**src/rts_pkg.sv**
```systemverilog
// Constants and carrier types for the alarm, countdown and supply register slice.
package rts_pkg;

  localparam logic [7:0] OFS_DAYDATE = 8'h15;
  localparam logic [7:0] OFS_COUNT = 8'h16;
  localparam logic [7:0] OFS_RELOAD = 8'h17;
  localparam logic [7:0] OFS_SUPPLY = 8'h18;

  localparam logic [7:0] RST_DAYDATE = 8'h00;
  localparam logic [7:0] RST_COUNT = 8'h00;
  localparam logic [7:0] RST_RELOAD = 8'h00;
  localparam logic [1:0] RST_THRESH = 2'h3;
  localparam logic RST_BACKUP = 1'b0;
  localparam logic RST_OVERRIDE = 1'b0;

  localparam int DD_MASK_BIT = 7;
  localparam int DD_SEL_BIT = 6;
  localparam int DD_VAL_MSB = 5;
  localparam int THR_LSB = 4;
  localparam int BACKUP_BIT = 3;
  localparam int OVR_BIT = 2;

  // Bus address of the device; the value is arbitrary.
  localparam logic [6:0] DEV_ADDR = 7'h2a;
  localparam logic [3:0] BYTE_BITS = 4'h8;
  localparam logic [3:0] LAST_BIT = 4'h7;

  typedef struct packed {
    logic [6:0] minute;
    logic [5:0] hour;
    logic [3:0] weekday;
    logic [5:0] monthday;
  } rts_time_t;

  typedef struct packed {
    logic [6:0] minute;
    logic [5:0] hour;
    logic minute_mask;
    logic hour_mask;
    logic irq_enable;
  } rts_alarm_cfg_t;

  typedef struct packed {
    logic comparators_on;
    logic threshold_active;
    logic [1:0] threshold_code;
    logic use_backup;
  } rts_supply_t;

  typedef enum logic [4:0] {
    S_IDLE = 5'b00001,
    S_RXB = 5'b00010,
    S_ACK = 5'b00100,
    S_TXB = 5'b01000,
    S_MACK = 5'b10000
  } rts_state_t;

  typedef enum logic [2:0] {
    K_ADDR = 3'b001,
    K_PTR = 3'b010,
    K_DATA = 3'b100
  } rts_kind_t;

endpackage

```
**src/rts_regs.sv**
```systemverilog
// Serial register slice: alarm-2 day/date, countdown timer and supply selection.
`timescale 1ns/100ps
// Functional notes
// - Day/date bit 6: 0 matches date of month, 1 matches day of week.
// - Day/date bits 5:4 are tens, bits 3:0 units, both read/write.
// - Current count is an 8-bit read-only live value, reset zero.
// - Reading the current count returns its present value, no side effect.
// - Reload value is an 8-bit read/write register, reset zero.
// - In repeat mode the counter reloads from the reload value at zero.
// - Threshold code at bits 5:4: 1=1.8V, 2=2.0V, 3=2.4V, 0 reserved; resets 3.
// - Threshold applies only while manual override is 0.
// - Bit 3 picks backup (1) or main (0), only under manual override.
// - Override 0: comparators enabled, supply chosen automatically.
// - Override 1: comparators disabled, supply follows the backup choice bit.
// - With no masks set, alarm needs minute, hour and day/date equal.
// - All masks set fires every minute; only minute clear fires on minute match.
// - Alarm match drives the interrupt only when its enable is set.
module rts_regs (
  input wire logic sys_clk,
  input wire logic rst,
  input wire logic scl_in,
  input wire logic sda_in,
  output logic sda_out,
  output logic sda_oe,
  input wire rts_pkg::rts_time_t now,
  input wire logic minute_tick,
  input wire rts_pkg::rts_alarm_cfg_t alm_cfg,
  input wire logic timer_run,
  input wire logic timer_repeat,
  input wire logic timer_load,
  input wire logic timer_tick,
  input wire logic vcc_fail_in,
  output logic alarm2_match,
  output logic alarm2_irq,
  output logic [7:0] timer_count,
  output rts_pkg::rts_supply_t supply
);
  import rts_pkg::*;

  logic scl_m, scl_s, scl_d;
  logic sda_m, sda_s, sda_d;
  logic vcc_m, vcc_s;
  logic scl_rise, scl_fall, start, stop;

  rts_state_t state;
  rts_kind_t kind;
  logic [3:0] cnt;
  logic [7:0] shift, ptr, rd_data;
  logic rw, nack, sda_oe_reg, wr_stb;

  logic [7:0] daydate_reg, reload_reg, count_reg;
  logic [1:0] thresh_reg;
  logic backup_reg, override_reg, alarm2_match_reg, alarm2_irq_reg;
  rts_supply_t supply_reg;

  logic min_ok, hr_ok, dd_ok;
  logic [5:0] dd_target;

  // Bus lines and the comparator level come from outside the clock domain.
  always_ff @(posedge sys_clk or posedge rst) begin
    if (rst) begin
      scl_m <= 1'b1;
      scl_s <= 1'b1;
      scl_d <= 1'b1;
      sda_m <= 1'b1;
      sda_s <= 1'b1;
      sda_d <= 1'b1;
      vcc_m <= 1'b0;
      vcc_s <= 1'b0;
    end else begin
      scl_m <= scl_in;
      scl_s <= scl_m;
      scl_d <= scl_s;
      sda_m <= sda_in;
      sda_s <= sda_m;
      sda_d <= sda_s;
      vcc_m <= vcc_fail_in;
      vcc_s <= vcc_m;
    end
  end

  assign scl_rise = scl_s & ~scl_d;
  assign scl_fall = ~scl_s & scl_d;
  assign start = scl_s & scl_d & sda_d & ~sda_s;
  assign stop = scl_s & scl_d & ~sda_d & sda_s;

  // A data byte is written at the pointer when its last bit has been taken.
  assign wr_stb = (state == S_RXB) && scl_fall && (cnt == BYTE_BITS) && (kind == K_DATA);

  always_comb begin
    unique case (ptr)
      OFS_DAYDATE: rd_data = daydate_reg;
      OFS_COUNT: rd_data = count_reg;
      OFS_RELOAD: rd_data = reload_reg;
      OFS_SUPPLY: rd_data = {2'b00, thresh_reg, backup_reg, override_reg, 2'b00};
      default: rd_data = 8'h00;
    endcase
  end

  // Serial engine: address byte, pointer byte, then data bytes with auto-increment.
  always_ff @(posedge sys_clk or posedge rst) begin
    if (rst) begin
      state <= S_IDLE;
      kind <= K_ADDR;
      cnt <= 4'h0;
      shift <= 8'h00;
      ptr <= 8'h00;
      rw <= 1'b0;
      nack <= 1'b0;
      sda_oe_reg <= 1'b0;
    end else if (start) begin
      state <= S_RXB;
      kind <= K_ADDR;
      cnt <= 4'h0;
      sda_oe_reg <= 1'b0;
    end else if (stop) begin
      state <= S_IDLE;
      sda_oe_reg <= 1'b0;
    end else begin
      unique case (state)
        S_IDLE: begin
          sda_oe_reg <= 1'b0;
        end
        S_RXB: begin
          if (scl_rise && cnt != BYTE_BITS) begin
            shift <= {shift[6:0], sda_s};
            cnt <= cnt + 4'h1;
          end
          if (scl_fall && cnt == BYTE_BITS) begin
            state <= S_ACK;
            sda_oe_reg <= 1'b1;
            if (kind == K_ADDR) begin
              rw <= shift[0];
              if (shift[7:1] != DEV_ADDR) begin
                state <= S_IDLE;
                sda_oe_reg <= 1'b0;
              end
            end else if (kind == K_PTR) begin
              ptr <= shift;
            end else begin
              ptr <= ptr + 8'h01;
            end
          end
        end
        S_ACK: begin
          if (scl_fall) begin
            cnt <= 4'h0;
            if (kind == K_ADDR && rw) begin
              state <= S_TXB;
              shift <= rd_data;
              sda_oe_reg <= ~rd_data[7];
            end else begin
              state <= S_RXB;
              sda_oe_reg <= 1'b0;
              kind <= (kind == K_ADDR) ? K_PTR : K_DATA;
            end
          end
        end
        S_TXB: begin
          if (scl_fall) begin
            cnt <= cnt + 4'h1;
            if (cnt == LAST_BIT) begin
              state <= S_MACK;
              sda_oe_reg <= 1'b0;
              ptr <= ptr + 8'h01;
            end else begin
              shift <= {shift[6:0], 1'b0};
              sda_oe_reg <= ~shift[6];
            end
          end
        end
        S_MACK: begin
          if (scl_rise) begin
            nack <= sda_s;
          end
          if (scl_fall) begin
            if (nack) begin
              state <= S_IDLE;
            end else begin
              state <= S_TXB;
              cnt <= 4'h0;
              shift <= rd_data;
              sda_oe_reg <= ~rd_data[7];
            end
          end
        end
        default: begin
          state <= S_IDLE;
          sda_oe_reg <= 1'b0;
        end
      endcase
    end
  end

  // Host-writable storage; the current count ignores writes.
  always_ff @(posedge sys_clk or posedge rst) begin
    if (rst) begin
      daydate_reg <= RST_DAYDATE;
      reload_reg <= RST_RELOAD;
      thresh_reg <= RST_THRESH;
      backup_reg <= RST_BACKUP;
      override_reg <= RST_OVERRIDE;
    end else if (wr_stb) begin
      if (ptr == OFS_DAYDATE) begin
        daydate_reg <= shift;
      end
      if (ptr == OFS_RELOAD) begin
        reload_reg <= shift;
      end
      if (ptr == OFS_SUPPLY) begin
        thresh_reg <= shift[THR_LSB +: 2];
        backup_reg <= shift[BACKUP_BIT];
        override_reg <= shift[OVR_BIT];
      end
    end
  end

  // Countdown timer; a zero count reloads only in repeat mode, else it rests.
  always_ff @(posedge sys_clk or posedge rst) begin
    if (rst) begin
      count_reg <= RST_COUNT;
    end else if (timer_load) begin
      count_reg <= reload_reg;
    end else if (timer_run && timer_tick) begin
      if (count_reg != 8'h00) begin
        count_reg <= count_reg - 8'h01;
      end else if (timer_repeat) begin
        count_reg <= reload_reg;
      end
    end
  end

  // Alarm-2 comparison, evaluated on each new minute.
  assign dd_target = daydate_reg[DD_SEL_BIT] ? {2'b00, now.weekday} : now.monthday;
  assign min_ok = alm_cfg.minute_mask | (now.minute == alm_cfg.minute);
  assign hr_ok = alm_cfg.hour_mask | (now.hour == alm_cfg.hour);
  assign dd_ok = daydate_reg[DD_MASK_BIT] | (dd_target == daydate_reg[DD_VAL_MSB:0]);

  always_ff @(posedge sys_clk or posedge rst) begin
    if (rst) begin
      alarm2_match_reg <= 1'b0;
      alarm2_irq_reg <= 1'b0;
    end else begin
      alarm2_match_reg <= minute_tick & min_ok & hr_ok & dd_ok;
      alarm2_irq_reg <= minute_tick & min_ok & hr_ok & dd_ok & alm_cfg.irq_enable;
    end
  end

  // Supply selection: automatic through the comparator, or host-forced.
  always_ff @(posedge sys_clk or posedge rst) begin
    if (rst) begin
      supply_reg <= '{~RST_OVERRIDE, ~RST_OVERRIDE, RST_THRESH, RST_BACKUP};
    end else begin
      supply_reg.comparators_on <= ~override_reg;
      supply_reg.threshold_active <= ~override_reg;
      supply_reg.threshold_code <= thresh_reg;
      supply_reg.use_backup <= override_reg ? backup_reg : vcc_s;
    end
  end

  assign sda_out = 1'b0;
  assign sda_oe = sda_oe_reg;
  assign alarm2_match = alarm2_match_reg;
  assign alarm2_irq = alarm2_irq_reg;
  assign timer_count = count_reg;
  assign supply = supply_reg;
endmodule

```
**config.mk**
```make
export PLATFORM = sky130hd
export DESIGN_NAME = rts_regs
export DESIGN_NICKNAME = d
export VERILOG_FILES = /design/src/rts_pkg.sv /design/src/rts_regs.sv
export SDC_FILE = /design/constraint.sdc
export NUM_CORES = 1
export LEC_CHECK = 0
export BUFFER_PORTS_ARGS = -buffer_cell sky130_fd_sc_hd__buf_2
export CAP_MARGIN = 30
export CORE_ASPECT_RATIO = 0.9
export CORE_MARGIN = 2
export CORE_UTILIZATION = 51
export DETAILED_ROUTE_END_ITERATION = 7
export PLACE_DENSITY = 0.72
export SETUP_SLACK_MARGIN = 0.5
export SLEW_MARGIN = 20
export SYNTH_ARGS = -nofsm -noshare
export SYNTH_HDL_FRONTEND = slang
export SYNTH_SLANG_ARGS = --single-unit
```
**constraint.sdc**
```tcl
create_clock -name sys_clk -period 2.1 [get_ports sys_clk]
set_input_delay 0.42 -clock sys_clk [delete_from_list [all_inputs] [get_ports sys_clk]]
set_output_delay 0.42 -clock sys_clk [all_outputs]
set_load 0.01 [all_outputs]
```
==> metrics.md <==
| Metric | Value |
|---|---|
| Outcome | finished, violations left |
| Failing checks | setup timing |
| DR pass1 iterations | 6 |
| R2R Setup Slk | -150 ps |
| Initial antenna violation count | 0 |
| Via count | about 3900 |
| MaxCap Viol Count | 0 |
| Critical path data arrival time | around 2500 ps |
| Hold Crit Class | in -> async |
| Worst slew margin | a little over three fifths |
| Post-synth EDFFs | 0 |
| Die ar. | 8730 um2 |
| Placed Area | about 4800 um2 |
| Crit path buffers/inverters | 1 |
| Final instance area | about 5800 um2 |
| Synth Area in Adders | ~2.5% |
| I/O pins | 66 |
| Crit Path Category | reg -> reg |
| # rows | 30 |
| Final Wtd Congestion | 0.887 |
| Final hold vios | 0 |
| CTS Buf Count | 9 |
| Root buffer cell | clkbuf_8 |
| Slowest CP cell | o211ai_1 |
| Worst VDD drop | roughly 0.00060 V |
| Clock transition at path regs | ~90 ps |
| Yosys top cell by area | dfrtp_1 |
| Tcrit/Tclk final | 107% |
| Maximum level of the CTS H-tree | 3 |
| Crit-path max FO | 7 |
| Antenna-violating nets left | 0 |
| Leakage | between 0.002 and 0.003 uW |
| Clock skew | ~14 ps |
| Worst skew pair latency | 360 ps |
| Syn_nets | between 400 and 500 |
| Synth area leaders | dfrtp_1 (37%), dfstp_2 (8.4%), mux2_1 (5.2%) |
| Vias/cell | 6.03 |
| 1st-iter DRT viols | approximately 240 |
| DP Wirelength | between 7 and 8 mm |
| Final setup violation count | 14 |
| Synth Area in Compound Gates | roughly 17% |
| Yosys cell types | 53 |
| Inserted Diodes | 0 |
| Core Region | 7660 um2 |
| Largest family of logic cells by synthesized area | simple AND/OR/NAND/NOR gates |
| Max Freq | approximately 440 MHz |
| Tmin final | 2250 ps |
| Clock Tree Buf Depth | 2 |
| Nets@finish | just under 600 |
| Die width | about 98 um |
| DRC viols | 0 |
| Crit path capture type | flip-flop |
| Cells along the critical path | buf_6 > xor2_1 > o211ai_1 > nand3_1 > a21boi_4 > nand2_4 > mux2_4 |
| Tot GR Track Use | about a quarter |
| Data required time of the worst path | 2340 ps |
| Vias in the first global route | roughly 3700 |
| WP depth | 7 |
| Synthesized flop and latch total | 73 |
| Overflow after GRT | 0 |
| Pwr Total | approximately 4500 uW |
| Post-Syn Instances | about 420 |
| Hold buffers post-CTS | 0 |
| Max Transition Viols Final | 0 |
| Peak per-stage delay on the critical path | roughly 490 ps |
| Routed Wire Length | about 12 mm |
| Synth warnings | 0 |
| Wire length of the first global-routing pass | between 15 and 20 mm |
| CTS tree | yes |
| Die height | between 80 and 90 um |
| Post-synthesis xor/xnor area fraction | 5.15% |
| Cell Area, Synth | about 4100 um2 |
| Asr flop ratio synth | 100% |
| Area grow syn2layout | 42.3% |
| Largest net degree at the start of global routing | 37 |
| Simple-Gate Fraction of Synth Area | between 10% and 20% |
| Seq/Total Area, Yosys | 45.2% |
| Initial core utilization | around 53% |
| Synth Flop Type | dfrtp_1 |
| Synth top area share | a little under two fifths |
| WL per Instance | between 15 and 20 um |
| Clock sinks | between 70 and 80 |
| Syn Area/Cell | 9.69 um2 |
| CP startpoint kind | flip-flop |
| Setup TNS | -1500 ps |
| Port Buffers | 64 |
| CP delay by family, top | compound AO/OA/AOI/OAI gates |
| Layout cells sized above 1 | 50.2% |
| Pwr Density | 768 nW/um2 |
| Mux share of post-synthesis cell area | a little under a tenth |
| R2R depth | 7 |
| Slew @ Worst Pin | 561 ps |
| RSZ-0062 raised after global routing | yes |
| Setup slack after layout | -155 ps |
-- synthesized netlist by cell type (6+ instances only) --
| cell | n |
|---|---|
| inv_1 | 12 |
| o21ai_0 | 28 |
| dfstp_2 | 13 |
| xor2_1 | 16 |
| clkbuf_1 | 13 |
| a21oi_1 | 28 |
| mux2_2 | 11 |
| mux2_1 | 19 |
| o21ai_1 | 6 |
| nor2_1 | 34 |
| or3_1 | 6 |
| ha_1 | 8 |
| nor2b_1 | 6 |
| nand3_1 | 16 |
| dfrtp_1 | 60 |
| a222oi_1 | 8 |
| nand2b_1 | 8 |
| nor3_1 | 13 |
| xnor2_1 | 8 |
| nand2_1 | 36 |
-- placed cells by master (no fill, tap or decap), types with 4 or more instances in the layout --
| cell type | instances |
|---|---|
| nand3b_1 | 5 |
| nand2_1 | 32 |
| buf_12 | 4 |
| dfstp_2 | 13 |
| a31oi_1 | 4 |
| mux2_4 | 29 |
| o21ai_1 | 12 |
| nand4_1 | 4 |
| buf_2 | 64 |
| nand2b_1 | 6 |
| dfrtp_1 | 56 |
| dfrtp_2 | 4 |
| buf_4 | 44 |
| buf_6 | 9 |
| xnor2_1 | 8 |
| ha_1 | 4 |
| a21oi_4 | 4 |
| o21ai_2 | 10 |
| nor2b_1 | 5 |
| xor2_1 | 16 |
| nor3_1 | 7 |
| mux2i_1 | 4 |
| a21oi_2 | 9 |
| clkbuf_8 | 10 |
| nor3_2 | 5 |
| a21oi_1 | 15 |
| inv_1 | 8 |
| nand3_1 | 12 |
| nor2_2 | 6 |
| o21ai_0 | 11 |
| or3_4 | 6 |
| o22ai_1 | 4 |
| a222oi_1 | 8 |
| nor2_1 | 25 |
-- per-stage QoR --
step	cells	hold slack, ps	utilization [%]	setup slack [ps]
CTS	629	101	71.3	28.8
global route	640	115	75.8	-231
global placement	589	334	62.9	78.7
detailed placement	589	347	62.9	7.90
finish	640	86.9	75.8	-155
floorplan	421	331	-	-38.7
-- area by class of cell --
| type | count | area [um2] |
|---|---|---|
| Multi-Input combinational cell | 319 | 2690 |
| Sequential cell | 73 | 1850 |
| Timing Repair Buffer | 124 | 900 |
| Inverter | 12 | 48.8 |
| Clock inverter | 5 | 55.1 |
| Fill cell | 469 | 1860 |
| Clock buffer | 11 | 141 |
| Tap cell | 96 | 120 |
-- cells by family (layout without fill, tap and decap cells) --
family | count (synthesis) | count (layout)
AO/OA/AOI/OAI | 105 | 105
XOR/XNOR | 24 | 24
flip-flops | 73 | 73
other | 1 | 1
adder cells (fa/ha/maj) | 8 | 8
AND/OR/NAND/NOR | 147 | 147
multiplexers | 34 | 34
buffers and inverters | 29 | 152
-- worst register-to-register path, cell delays in order, from the launching register on --
cell      delay (ps)
dfrtp_1          400
buf_6            130
xor2_1           170
o211ai_1         490
nand3_1          270
a21boi_4         230
nand2_4          130
mux2_4           310
-- routing by layer --
metal / track usage [%] / vias up / wire length, um
met1: 32.7 / 1865 / 4970
met2: 44.6 / 193 / 5740
met4: 11.2 / 0 / 284
met5: 0 / - / 0
li1: - / 1767 / -
met3: 6.79 / 34 / 934
-- worst paths after layout --
path | to | startpoint
min in group sys_clk | scl_m | scl_in
worst max-delay path | shift[4] | state[3]
worst max register to register | shift[4] | state[3]
max in group asynchronous | scl_d | rst
worst min register to register | sda_s | sda_m
worst min-delay path | shift[6] | rst
-- power breakdown --
part / internal [uW] / switching (uW) / total [uW]
Sequential: 1550 / 218 / 1760
Combinational: 790 / 778 / 1570
Clock: 577 / 547 / 1120
-- timing repair --
action / in CTS / in global routing
gates resized for setup: 62 / 59
setup endpoints to repair: 59 / 61
pin swaps: 23 / 22
cloned: 1 / 1
setup buffers: 23 / 10
(Power assumes the default switching activity.)
